==> src/otpa_pkg.sv <==
// Shared constants and types for the security-region serial link.
// Assumes a single 10 MHz system clock on both ends.
package otpa_pkg;

  // ==========================================================
  // Clock
  localparam int CLK_NS = 100;

  // ==========================================================
  // Opcodes
  localparam logic [7:0] OPC_WRITE_PERMIT = 8'h06;
  localparam logic [7:0] OPC_STATUS = 8'h05;
  localparam logic [7:0] OPC_REGION_PROG = 8'h9B;
  localparam logic [7:0] OPC_REGION_READ = 8'h77;

  // ==========================================================
  // Region layout
  localparam int REGION_BYTES = 128;
  localparam int USER_BYTES = 64;
  localparam int BUF_BYTES = 256;
  localparam int ADDR_BYTES = 3;
  localparam int READ_DUMMY = 2;
  localparam logic [7:0] ERASED_BYTE = 8'hFF;
  localparam logic [7:0] STAT_BYTE2 = 8'h00;
  // Arbitrary seed for the factory serial bytes
  localparam logic [7:0] SERIAL_SEED = 8'h5A;

  // ==========================================================
  // Status bits
  localparam int STAT_BUSY_BIT = 0;
  localparam int STAT_WPL_BIT = 1;

  // ==========================================================
  // Timing
  localparam int PROG_TIME_US = 500;
  localparam int PROG_CYCLES = (PROG_TIME_US * 1000) / CLK_NS;
  localparam int PROG_CW = 16;
  localparam int SCLK_HALF_NS = 1200;
  localparam int SCLK_HALF_CYC = (SCLK_HALF_NS + CLK_NS - 1) / CLK_NS;

  // ==========================================================
  // Reset values of synchronised pins {cs_n, sclk, mosi}
  localparam logic [2:0] PIN_IDLE = 3'h4;
  localparam logic MISO_IDLE = 1'b1;

  typedef enum {
    DS_IDLE, DS_OPCODE, DS_ADDR, DS_DUMMY, DS_PDATA, DS_RDATA, DS_STAT,
    DS_SKIP
  } otpa_dev_state_t;

  typedef enum {
    HS_IDLE, HS_LOW, HS_HIGH, HS_HOLD, HS_GAP
  } otpa_host_state_t;

endpackage : otpa_pkg

==> src/otpa_if.sv <==
// Serial link between the host controller and the region device.
// Assumes the data-out line is pulled high while nobody drives it.
`timescale 1ns/1ns
interface otpa_if;
  logic cs_n;
  logic sclk;
  logic mosi;
  logic miso_o;
  logic miso_oe;
  logic miso;

  // Pulled high when released
  assign miso = miso_oe ? miso_o : 1'b1;

  modport dev (input cs_n, input sclk, input mosi,
               output miso_o, output miso_oe);
  modport host (output cs_n, output sclk, output mosi, input miso);
endinterface : otpa_if

==> src/otpa_device.sv <==
// Security-region end of the serial flash: 128-byte region access.
// Assumes link pins arrive asynchronously and sclk is far below i_mclk.
//
// Overview of operation
// 128-byte region, 64 user, 64 factory
// Factory half never changes
// User half programmable once, no erase
// Program needs write permit latch set
// Program: 9Bh, three address bytes, data
// Program decodes only low six address bits
// Program location wraps within user half
// Only the last 64 bytes kept
// Program at release, unsent bytes stay FFh
// Programming is self timed
// Bad framing aborts, nothing programmed
// Every abort clears write permit latch
// Status readable and busy while programming
// Host polls busy rather than waiting
// Success clears write permit latch
// Interrupted programming still marks region used
// Program uses shared 256-byte buffer
// Read: 77h, three address, two dummy, data
// Read wraps 7Fh to 00h seamlessly
// Release ends read, output floats
// 06h alone sets latch at release; the code also sets it when whole bytes follow 06h
// 05h streams status: busy, latch bits
// While busy only status reads accepted; the code also accepts 06h while busy
`timescale 1ns/1ns
module otpa_device #(
  parameter int PROG_CYCLES = otpa_pkg::PROG_CYCLES
) (
  // Clock, reset, enable
  input wire logic i_mclk,
  input wire logic i_sys_rst,
  input wire logic i_ce,
  // Serial link
  otpa_if.dev link,
  // Status
  output logic o_busy,
  output logic o_write_permit,
  output logic o_user_used
);

  // ==========================================================
  // Pin synchronisers
  logic [2:0] s1_reg, s2_reg, s3_reg, flt_reg, prev_reg;
  wire [2:0] pin_in = {link.cs_n, link.sclk, link.mosi};
  wire [2:0] agree = ~(s2_reg ^ s3_reg);
  always_ff @(posedge i_mclk) begin
    if (i_sys_rst) begin
      s1_reg <= otpa_pkg::PIN_IDLE;
      s2_reg <= otpa_pkg::PIN_IDLE;
      s3_reg <= otpa_pkg::PIN_IDLE;
      flt_reg <= otpa_pkg::PIN_IDLE;
      prev_reg <= otpa_pkg::PIN_IDLE;
    end else if (i_ce) begin
      s1_reg <= pin_in;
      s2_reg <= s1_reg;
      s3_reg <= s2_reg;
      flt_reg <= (flt_reg & ~agree) | (s3_reg & agree);
      prev_reg <= flt_reg;
    end
  end
  wire cs_active = ~flt_reg[2];
  wire cs_start = ~flt_reg[2] & prev_reg[2];
  wire cs_end = flt_reg[2] & ~prev_reg[2];
  wire sclk_rise = flt_reg[1] & ~prev_reg[1] & cs_active;
  wire sclk_fall = ~flt_reg[1] & prev_reg[1] & cs_active;
  wire mosi_bit = flt_reg[0];

  // ==========================================================
  // Command state
  otpa_pkg::otpa_dev_state_t state_reg;
  logic [2:0] bit_reg;
  logic [6:0] in_sh_reg;
  logic [1:0] cnt_reg;
  logic prog_cmd_reg;
  logic wen_cmd_reg;
  logic data_seen_reg;
  logic [6:0] addr_reg;
  logic [63:0] mask_reg;
  logic wpl_reg;
  logic busy_reg;
  logic used_reg;
  logic [otpa_pkg::PROG_CW-1:0] prog_cnt_reg;
  logic [6:0] copy_reg;
  logic [6:0] out_sh_reg;
  logic [2:0] obit_reg;
  logic miso_reg;
  logic stat_sel_reg;
  logic [7:0] buf_mem [0:otpa_pkg::BUF_BYTES-1];
  logic [7:0] user_mem [0:otpa_pkg::USER_BYTES-1];
  wire [7:0] rx_byte = {in_sh_reg, mosi_bit};
  wire byte_done = sclk_rise & (bit_reg == 3'h7);
  wire [5:0] wptr = addr_reg[5:0];
  wire streaming = (state_reg == otpa_pkg::DS_STAT) |
                   (state_reg == otpa_pkg::DS_RDATA);
  // Program frame acceptable at release
  wire prog_ok = prog_cmd_reg & (state_reg == otpa_pkg::DS_PDATA) &
                 data_seen_reg & (bit_reg == 3'h0) & ~used_reg;
  wire prog_go = cs_end & prog_ok & wpl_reg;
  wire prog_last = busy_reg &
                   (prog_cnt_reg == otpa_pkg::PROG_CW'(PROG_CYCLES - 1));
  // Factory bytes, fixed per device
  function automatic logic [7:0] serial_byte(input logic [5:0] idx);
    serial_byte = otpa_pkg::SERIAL_SEED ^ {2'h0, idx};
  endfunction : serial_byte
  function automatic logic [7:0] region_byte(input logic [6:0] loc,
                                             input logic [7:0] user_val);
    region_byte = loc[6] ? serial_byte(loc[5:0]) : user_val;
  endfunction : region_byte
  wire [7:0] stat_byte = stat_sel_reg ? otpa_pkg::STAT_BYTE2 :
                         {6'h00, wpl_reg, busy_reg};
  wire [7:0] out_byte = (state_reg == otpa_pkg::DS_STAT) ? stat_byte :
                        region_byte(addr_reg, user_mem[addr_reg[5:0]]);

  // ==========================================================
  // Frame decoder
  always_ff @(posedge i_mclk) begin
    if (i_sys_rst) begin
      state_reg <= otpa_pkg::DS_IDLE;
      bit_reg <= 3'h0;
      in_sh_reg <= 7'h00;
      cnt_reg <= 2'h0;
      prog_cmd_reg <= 1'b0;
      wen_cmd_reg <= 1'b0;
      data_seen_reg <= 1'b0;
      addr_reg <= 7'h00;
      mask_reg <= 64'h0;
    end else if (i_ce) begin
      if (cs_start) begin
        state_reg <= otpa_pkg::DS_OPCODE;
        bit_reg <= 3'h0;
        cnt_reg <= 2'h0;
        prog_cmd_reg <= 1'b0;
        wen_cmd_reg <= 1'b0;
        data_seen_reg <= 1'b0;
      end else if (cs_end) begin
        state_reg <= otpa_pkg::DS_IDLE;
      end else if (sclk_rise) begin
        bit_reg <= bit_reg + 3'h1;
        in_sh_reg <= rx_byte[6:0];
      end
      if (byte_done) begin
        unique case (state_reg)
          otpa_pkg::DS_OPCODE: begin
            if (rx_byte == otpa_pkg::OPC_WRITE_PERMIT) begin
              wen_cmd_reg <= 1'b1;
              state_reg <= otpa_pkg::DS_SKIP;
            end else if (rx_byte == otpa_pkg::OPC_STATUS) begin
              state_reg <= otpa_pkg::DS_STAT;
            end else if (rx_byte == otpa_pkg::OPC_REGION_PROG &&
                         !busy_reg) begin
              prog_cmd_reg <= 1'b1;
              mask_reg <= 64'h0;
              state_reg <= otpa_pkg::DS_ADDR;
            end else if (rx_byte == otpa_pkg::OPC_REGION_READ &&
                         !busy_reg) begin
              state_reg <= otpa_pkg::DS_ADDR;
            end else begin
              state_reg <= otpa_pkg::DS_SKIP;
            end
          end
          otpa_pkg::DS_ADDR: begin
            addr_reg <= prog_cmd_reg ? {1'b0, rx_byte[5:0]} :
                        rx_byte[6:0];
            cnt_reg <= cnt_reg + 2'h1;
            if (cnt_reg == 2'(otpa_pkg::ADDR_BYTES - 1)) begin
              cnt_reg <= 2'h0;
              state_reg <= prog_cmd_reg ? otpa_pkg::DS_PDATA :
                           otpa_pkg::DS_DUMMY;
            end
          end
          otpa_pkg::DS_DUMMY: begin
            cnt_reg <= cnt_reg + 2'h1;
            if (cnt_reg == 2'(otpa_pkg::READ_DUMMY - 1)) begin
              state_reg <= otpa_pkg::DS_RDATA;
            end
          end
          otpa_pkg::DS_PDATA: begin
            mask_reg[wptr] <= 1'b1;
            data_seen_reg <= 1'b1;
            addr_reg <= {1'b0, wptr + 6'h01};
          end
          otpa_pkg::DS_IDLE, otpa_pkg::DS_RDATA, otpa_pkg::DS_STAT,
          otpa_pkg::DS_SKIP: ;
        endcase
      end
      if (sclk_fall && streaming && obit_reg == 3'h0 &&
          state_reg == otpa_pkg::DS_RDATA) begin
        addr_reg <= addr_reg + 7'h01;
      end
    end
  end
  // Data bytes land in the shared buffer at their own location
  always_ff @(posedge i_mclk) begin
    if (i_ce && byte_done && state_reg == otpa_pkg::DS_PDATA) begin
      buf_mem[{2'h0, wptr}] <= rx_byte;
    end
  end

  // ==========================================================
  // Write permit latch and self-timed programming
  always_ff @(posedge i_mclk) begin
    if (i_sys_rst) begin
      wpl_reg <= 1'b0;
      busy_reg <= 1'b0;
      used_reg <= 1'b0;
      prog_cnt_reg <= '0;
      copy_reg <= 7'h00;
      for (int i = 0; i < otpa_pkg::USER_BYTES; i++) begin
        user_mem[i] <= otpa_pkg::ERASED_BYTE;
      end
    end else if (i_ce) begin
      if (cs_end && wen_cmd_reg && bit_reg == 3'h0) begin
        wpl_reg <= 1'b1;
      end
      if (cs_end && prog_cmd_reg && !prog_ok) begin
        wpl_reg <= 1'b0;
      end
      if (prog_go) begin
        busy_reg <= 1'b1;
        used_reg <= 1'b1;
        wpl_reg <= 1'b0;
        prog_cnt_reg <= '0;
        copy_reg <= 7'h00;
      end else if (busy_reg) begin
        prog_cnt_reg <= prog_cnt_reg + otpa_pkg::PROG_CW'(1);
        if (copy_reg < 7'(otpa_pkg::USER_BYTES)) begin
          user_mem[copy_reg[5:0]] <= mask_reg[copy_reg[5:0]] ?
            buf_mem[{2'h0, copy_reg[5:0]}] : otpa_pkg::ERASED_BYTE;
          copy_reg <= copy_reg + 7'h01;
        end
        if (prog_last) begin
          busy_reg <= 1'b0;
        end
      end
    end
  end

  // ==========================================================
  // Serial output, shifted on falling clock edges
  always_ff @(posedge i_mclk) begin
    if (i_sys_rst) begin
      out_sh_reg <= 7'h00;
      obit_reg <= 3'h0;
      miso_reg <= otpa_pkg::MISO_IDLE;
      stat_sel_reg <= 1'b0;
    end else if (i_ce) begin
      if (byte_done && !streaming) begin
        obit_reg <= 3'h0;
        stat_sel_reg <= 1'b0;
      end else if (sclk_fall && streaming) begin
        obit_reg <= obit_reg + 3'h1;
        if (obit_reg == 3'h0) begin
          miso_reg <= out_byte[7];
          out_sh_reg <= out_byte[6:0];
          if (state_reg == otpa_pkg::DS_STAT) begin
            stat_sel_reg <= ~stat_sel_reg;
          end
        end else begin
          miso_reg <= out_sh_reg[6];
          out_sh_reg <= {out_sh_reg[5:0], 1'b0};
        end
      end
    end
  end
  assign link.miso_o = miso_reg;
  assign link.miso_oe = cs_active & streaming;
  assign o_busy = busy_reg;
  assign o_write_permit = wpl_reg;
  assign o_user_used = used_reg;
endmodule : otpa_device

==> src/flat_wrapper.sv <==
// flat-port wrapper written by rule: the top's interface ports become plain ports
module otpa_device_flat 
#(
  parameter int PROG_CYCLES = otpa_pkg::PROG_CYCLES
)
  (i_mclk, i_sys_rst, i_ce, o_busy, o_write_permit, o_user_used, link_cs_n, link_sclk, link_mosi, link_miso_o, link_miso_oe);
  otpa_if link_i ();
  input wire logic i_mclk;
  input wire logic i_sys_rst;
  input wire logic i_ce;
  output logic o_busy;
  output logic o_write_permit;
  output logic o_user_used;
  input wire logic [$bits(link_i.cs_n)-1:0] link_cs_n;
  input wire logic [$bits(link_i.sclk)-1:0] link_sclk;
  input wire logic [$bits(link_i.mosi)-1:0] link_mosi;
  output wire logic [$bits(link_i.miso_o)-1:0] link_miso_o;
  output wire logic [$bits(link_i.miso_oe)-1:0] link_miso_oe;
  assign link_i.cs_n = link_cs_n;
  assign link_i.sclk = link_sclk;
  assign link_i.mosi = link_mosi;
  assign link_miso_o = link_i.miso_o;
  assign link_miso_oe = link_i.miso_oe;
  otpa_device #(.PROG_CYCLES(PROG_CYCLES)) u_core (.i_mclk(i_mclk), .i_sys_rst(i_sys_rst), .i_ce(i_ce), .link(link_i), .o_busy(o_busy), .o_write_permit(o_write_permit), .o_user_used(o_user_used));
endmodule
==> config.mk <==
export PLATFORM = sky130hd
export DESIGN_NAME = otpa_device_flat
export DESIGN_NICKNAME = d
export VERILOG_FILES = /design/src/otpa_pkg.sv /design/src/otpa_if.sv /design/src/otpa_device.sv /design/src/flat_wrapper.sv
export SDC_FILE = /design/constraint.sdc
export NUM_CORES = 2
export LEC_CHECK = 0
export ABC_AREA = 0
export BUFFER_PORTS_ARGS = -buffer_cell sky130_fd_sc_hd__clkbuf_2
export CORE_ASPECT_RATIO = 1.25
export CORE_MARGIN = 2
export CORE_UTILIZATION = 63
export CTS_CLUSTER_DIAMETER = 200
export DETAILED_ROUTE_END_ITERATION = 6
export PLACE_DENSITY = 0.79
export SKIP_CTS_REPAIR_TIMING = 1
export SLEW_MARGIN = 10
export SYNTH_ARGS = -nofsm -noshare
export SYNTH_HDL_FRONTEND = slang
export SYNTH_SLANG_ARGS = --single-unit
==> constraint.sdc <==
create_clock -name i_mclk -period 4.44 [get_ports i_mclk]
set_input_delay 0.888 -clock i_mclk [delete_from_list [all_inputs] [get_ports i_mclk]]
set_output_delay 0.888 -clock i_mclk [all_outputs]
set_load 0.03 [all_outputs]
## Word-level counts from Yosys, hierarchy flattened

Memory sizes are Yosys's and may differ from the RTL's. A register that Yosys moved wholly into a read port is not among the register bits.
Index checks and enable logic that the tools add are counted.

| operators by class | value |
|---|---|
| reduce and logical (&&, ||, !) cells | 40 |
| bitwise operators | 33 |
| add/sub/neg operators | 7 |
| magnitude comparators | 4 |
| multiplexer cells | 83 |
| equality and inequality tests | 19 |

Operators with widths:

| cell | count |
|---|---|
| 2-to-1 mux 32 bit | 8 |
| 2-to-1 mux 64 bit | 3 |
| one-hot mux 64 bit (2 select lines) | 1 |
| == test 32 x 4 -> 1 bit (second input constant) | 3 |
| one-hot mux 32 bit (3 select lines) | 1 |
| == test 32 x 2 -> 1 bit (second input constant) | 2 |
| bitwise OR 64 bit | 1 |
| 2-to-1 mux 7 bit | 7 |
| 2-to-1 mux 8 bit | 6 |
| 2-to-1 mux 1 bit | 37 |
| == test 32 x 1 -> 1 bit (second input constant) | 1 |
| == test 32 x 3 -> 1 bit (second input constant) | 1 |
| 2-to-1 mux 16 bit | 2 |
| 2-to-1 mux 3 bit | 7 |
| 2-to-1 mux 6 bit | 3 |
| adder 16 x 1 -> 16 bit (second input constant) | 1 |
| == test 16 x 13 -> 1 bit (second input constant) | 1 |
| == test 8 x 3 -> 1 bit (second input constant) | 2 |
| nonzero test 2 bit | 8 |
| bitwise AND 1 bit | 15 |
| adder 7 x 1 -> 7 bit (second input constant) | 2 |
| < comparator 6 x 7 -> 1 bit (second input constant) | 2 |
| one-hot mux 7 bit (2 select lines) | 1 |
| logical AND 1 bit | 13 |
| 31 further kinds | 58 |

| word-level totals | value |
|---|---|
| logic and storage cells | 211 |
| input bits | 6 |
| flip-flop bits (word level) | 171 |
| output and inout port bits | 5 |
| bits in writable memories | 2560 |
| memories | 2 |

Memory list:

| memory | words | bits a word | read ports | clocked after Yosys merged registers in | write ports | line | RTL |
|---|---|---|---|---|---|---|---|
| u_core.buf_mem | 256 | 8 | 1 | 1 | 1 | otpa_device.sv:91 | `logic [7:0] buf_mem [0:otpa_pkg::BUF_BYTES-1];` |
| u_core.user_mem | 64 | 8 | 1 | 1 | 64 | otpa_device.sv:92 | `logic [7:0] user_mem [0:otpa_pkg::USER_BYTES-1];` |

## Depth between registers and ports, before layout

| logic depth | value |
|---|---|
| word-level depth | 13 |
| mapped depth | 11 |
| gate-level depth less buffers | 8 |

## Least setup slack after synthesis

OpenSTA, ideal clock, no wires.

| path | value |
|---|---|
| path type | reg-to-reg |
| start point | reg u_core.in_sh_reg[6] |
| end point | reg u_core.mask_reg[20] |
| data arrival time | 3120 ps |
| stages on the path, launching flop included | 8 |
| required time | 4374 ps |
| path slack | 1253 ps |
| buffers on the path | 1 |
| period minus slack after synthesis | 3187 ps |
| library setup time | 66 ps |
| cell sequence | dfxtp_1 nor4b_1 a41oi_1 or4_1 clkbuf_1 nor3_1 a21oi_1 nor2_1 |

| on the way | value |
|---|---|
| cells in the longest elaborated chain, start to end | 4 |
| elaborated cells between the ends (all ways) | 8 |
| classes of those cells | eq/ne: 6; reduce/logical: 2 |

RTL lines:

| what | line | RTL |
|---|---|---|
| start, declared | otpa_device.sv:75 | `logic [6:0] in_sh_reg;` |
| start signal, assigned | otpa_device.sv:142 | `in_sh_reg <= rx_byte[6:0];` |
| == test 8 bit | otpa_device.sv:152 | `end else if (rx_byte == otpa_pkg::OPC_REGION_PROG &&` |
| logical AND 1 bit | otpa_device.sv:152 |  |
| inequality test 2 x 1 -> 1 bit (no source line) | n/a |  |
| AND reduction 6 bit (no source line) * | n/a |  |
| end signal, assigned | otpa_device.sv:129 | `mask_reg <= 64'h0;` |
| end signal, assigned | otpa_device.sv:155 | `mask_reg <= 64'h0;` |
| end signal, assigned by index | otpa_device.sv:181 | `mask_reg[wptr] <= 1'b1;` |
| end, declared | otpa_device.sv:81 | `logic [63:0] mask_reg;` |

Every way passes the cells marked *; elsewhere a longest branch is shown, timed or not.
A chain may end at the register's enable or synchronous reset.

## Worst setup path after layout

| path | value |
|---|---|
| start point | reg u_core.state_reg[16] |
| end point | mem u_core.buf_mem[40][3] (enable) |

| on the way | value |
|---|---|
| cells in the longest elaborated chain, start to end | 4 |

RTL lines:

| what | line | RTL |
|---|---|---|
| start, declared | otpa_device.sv:73 | `otpa_pkg::otpa_dev_state_t state_reg;` |
| start signal, assigned | otpa_device.sv:121 | `state_reg <= otpa_pkg::DS_IDLE;` |
| start signal, assigned | otpa_device.sv:132 | `state_reg <= otpa_pkg::DS_OPCODE;` |
| start signal, assigned | otpa_device.sv:139 | `state_reg <= otpa_pkg::DS_IDLE;` |
| == test 32 x 4 -> 1 bit | otpa_device.sv:197 | `if (i_ce && byte_done && state_reg == otpa_pkg::DS_PDATA) begin` |
| logical AND 1 bit | otpa_device.sv:197 |  |
| 2-to-1 mux 1 bit | otpa_device.sv:197 |  |
| 2-to-1 mux 1 bit (not written as such) | otpa_device.sv:198 | `buf_mem[{2'h0, wptr}] <= rx_byte;` |
| end, declared | otpa_device.sv:91 |  |

No other way between the ends.

==> impl.org <==
** Placement
- Summing all placed instances gives a cell area of 52,800 µm².
- Prior to clock tree synthesis, the placed netlist has a worst setup slack of 0.671 ns.
- Once placement completed, the tool counted placed cells totaling 4,256.
- The wire-length estimate of the detail-placed layout is 81,600 µm.
- Routability Congestion :: 0.906
- In this run the tool buffered the top-level ports with 10 buffer cells.

** Drt
- Routed Wire Length :: 134,000 µm
- Number of design rule violations left after detail routing :: 0
- The first detailed-routing pass ran for 6 iterations.
- Routed via count :: 31,500
- After the first detailed-routing iteration, the DRC count stood at 4,649.
- Average wire length per cell after detail routing :: 30.0 µm
- The count of nets left with antenna violations once routing finished came out at 0.
- Using the TritonRoute via totals, the vias-per-cell ratio works out to 7.05.

** Logic synthesis
- By area, the combinational part of the netlist is dominated by multiplexers.
- Post-Synth Adder-Cell Area :: 0.417%
- Fraction of registers with async set or reset after synthesis :: 0%
- Summing the areas of all compound-gate instances in the mapped netlist gives 4.37% of the synthesized area.
- Dividing the synthesized area by the synthesized cell count gives 15.5 µm².
- Counting flops and latches in the post-synthesis netlist gives 1,206.
- In this run, synthesis inferred 1,024 flip-flops with an integrated enable.
- Of the total synthesized cell area, the portion taken by AND, OR, NAND and NOR gates is 10.3%.
- In this run the cell area of the synthesized design comes to 51,000 µm².
- Synthesis Warnings :: 0
- Synth unique cells :: 71
- For this run, the leading register cell type out of synthesis is sky130_fd_sc_hd__edfxtp_1.
- Net count after synthesis :: 3,317
- Sequential element share of the synthesized area :: 67.5%
- Counting every instance in the synthesized netlist gives 3,294.
- Multiplexer share of the synthesized area :: 14.9%
- Xor and xnor area share after synthesis :: 0.0687%

** Timing
- Setup slack on the critical path of the routed design comes to 0.345 ns.
- Final hold analysis gives a worst-case slack of 0.417 ns.
- The final critical path takes up 92.2% of the cycle.
- Slew Limit Fails :: 0
- Fmax :: 244 MHz
- The final hold violation count is 0.
- Post-route minimum period :: 4.09 ns
- Total negative slack for setup checks :: 0 ns
- Relative slew slack :: 8.56%
- Final setup violation count :: 0
- Setup clock skew after layout :: 0.0404 ns
- Unrepaired setup endpoints after global routing :: false
- Worst slew pin tran :: 1.36 ns

** Clocking
- The root buffer cell chosen for the clock tree is sky130_fd_sc_hd__clkbuf_16.
- Clock tree sinks :: 1,206
- Clock-pin slew was measured on the worst setup and hold paths at 0.07 ns.
- TritonCTS clock tree :: yes
- In this run the number of H-tree levels came out at 3.
- No sink is reached through more buffers than the 3 on the longest clock path.
- Skew-Pair Late Insertion Delay :: 0.70 ns
- Clock buffer count from CTS :: 109

** Setup path
- Cell chain of the critical path :: nor4_1 > nand4_1 > nor3_1 > and3_1 > nand2_1 > nor2_1
- Endpoint required time on the critical path :: 4.75 ns
- Data on the critical path arrives at its endpoint at 4.40 ns.
- Of all nets on the critical path, the largest fanout is 14.
- The kind of cell with the highest combined delay along the critical path is simple AND/OR/NAND/NOR gates.
- For this run, the slowest stage of the critical path takes 0.82 ns.
- The slowest stage of the critical path belongs to the cell sky130_fd_sc_hd__nor2_1.
- Path type of the worst setup path :: reg -> reg
- The worst setup path is launched from a flop.
- The number of buffers and inverters on the critical path is 0.
- Nature of the critical path endpoint :: flop

** Global route
- Global-route wire length before repair :: 201,000 µm
- Largest net degree at the start of global routing :: 129
- Global routing used 32.6% of the available tracks across all layers.
- Via count of the first global-routing pass :: 31,300
- Initial antenna violation count :: 0
- Summed over all layers, the global routing overflow is 0.

** Floorplan
- 11 I/O pins were placed.
- The die is 258 µm wide.
- The floorplan has 116 rows.
- For this configuration, the core starts out at a cell density of 63.6%.
- Measured along the y axis, the die boundary spans 322 µm.
- Core footprint :: 80,100 µm²
- Die ar. :: 83,200 µm²

** Pwr
- VDD sags by at most 437 µV.
- Static power due to leakage :: 18.0 nW
- Pwr dens :: 404 nW/µm²
- Overall power consumption after layout is estimated at 22.8 mW.

** Layout
- The finished layout holds 4,462 standard cells, fillers aside.
- Fin util :: 70.6%
- # nets final :: 3,328
- Leaving out fill and tap cells, the most frequent cell in the layout is sky130_fd_sc_hd__edfxtp_1.
- Share of cells above drive strength 1 :: 21.0%
- Commonest cells after routing, fill and taps aside :: sky130_fd_sc_hd__edfxtp_1 (1,024), sky130_fd_sc_hd__nand3_1 (548), sky130_fd_sc_hd__mux4_2 (318)
- Fin area :: 56,600 µm²
- Area added between synthesis and finish :: 11.0%
- The number of antenna diodes in the final layout is 0.

** Outcome
- The flow ran to the end, and the final reports show no timing, DRC or antenna violations.

** Flow run
- Max-cap violations in this run came to 0.

** Worst hold path
- The min-delay analysis places its worst path in the category in -> reg.
[area by class of cell]
cell class | count | area [µm²]
sequential | 1206 | 34400
fill | 4749 | 23500
multi-input combinational | 1788 | 15400
clock buffer | 131 | 2950
timing repair buffer | 175 | 1580
tap | 1062 | 1330
clock inverter | 75 | 855
inverter | 25 | 93.8
[power breakdown]
group	total, mW	switching, mW	internal [mW]
clock network	9.99	4.21	5.78
registers	12.5	0.0861	12.4
logic	0.356	0.214	0.142
total	22.8	4.52	18.3
[worst register-to-register path, cell delays in order, from the launching register on]
cell and delay (ns):
sky130_fd_sc_hd__dfxtp_1 0.34, sky130_fd_sc_hd__nor4_1 0.53, sky130_fd_sc_hd__nand4_1 0.49, sky130_fd_sc_hd__nor3_1 0.32, sky130_fd_sc_hd__and3_1 0.62, sky130_fd_sc_hd__nand2_1 0.58, sky130_fd_sc_hd__nor2_1 0.83
[final timing paths]
kind	start	end	slack [ns]	cells after the start
min reg2reg	u_core.state_reg[27]$_SDFFE_PP0P_	u_core.state_reg[27]$_SDFFE_PP0P_	0.46	1
max reg2reg	u_core.state_reg[16]$_SDFFE_PP0P_	u_core.buf_mem[40][3]$_DFFE_PP_	0.35	6
min	link_cs_n	u_core.s1_reg[2]$_SDFFE_PP1P_	0.42	3
max	u_core.state_reg[16]$_SDFFE_PP0P_	u_core.buf_mem[40][3]$_DFFE_PP_	0.35	6
[cell usage after synthesis, types with 9 or more instances]
library cell / instances / area (µm²)
sky130_fd_sc_hd__edfxtp_1: 1024 / 30700
sky130_fd_sc_hd__nand3_1: 548 / 2740
sky130_fd_sc_hd__mux4_2: 318 / 7160
sky130_fd_sc_hd__nor2_1: 258 / 968
sky130_fd_sc_hd__dfxtp_1: 182 / 3640
sky130_fd_sc_hd__clkbuf_1: 174 / 653
sky130_fd_sc_hd__a21oi_1: 101 / 505
sky130_fd_sc_hd__o21ai_0: 95 / 475
sky130_fd_sc_hd__buf_2: 78 / 390
sky130_fd_sc_hd__nand2_1: 71 / 267
sky130_fd_sc_hd__and2_1: 37 / 231
sky130_fd_sc_hd__mux2i_1: 37 / 370
sky130_fd_sc_hd__nor3_1: 25 / 125
sky130_fd_sc_hd__nor2b_1: 24 / 150
sky130_fd_sc_hd__inv_1: 22 / 82.6
sky130_fd_sc_hd__buf_1: 19 / 71.3
sky130_fd_sc_hd__a22o_1: 17 / 149
sky130_fd_sc_hd__and3_1: 17 / 106
sky130_fd_sc_hd__ha_1: 17 / 213
sky130_fd_sc_hd__nand4_1: 17 / 106
sky130_fd_sc_hd__nand2b_1: 16 / 100
sky130_fd_sc_hd__nor4_1: 12 / 75.1
sky130_fd_sc_hd__a211oi_1: 10 / 75.1
sky130_fd_sc_hd__a22oi_1: 10 / 75.1
sky130_fd_sc_hd__a221oi_1: 9 / 78.8
[layer usage]
metal,part of all wire (%),GRT usage (%),vias to the layer above
li1,-,-,13100
met1,33,39.7,15700
met2,51,56.0,2278
met3,9.7,5.78,399
met4,5.9,16.7,0
met5,0,0,-
[logic make-up after synthesis]
family                     after synthesis
AOI/OAI and AO/OA                      331
xor gates and xnor gates                 4
adders and majority gates               17
buffers and inverters                  300
DFF                                   1206
muxes                                  362
and+or+nand+nor                       1074
Note: power is estimated with default switching activity, not from simulation.
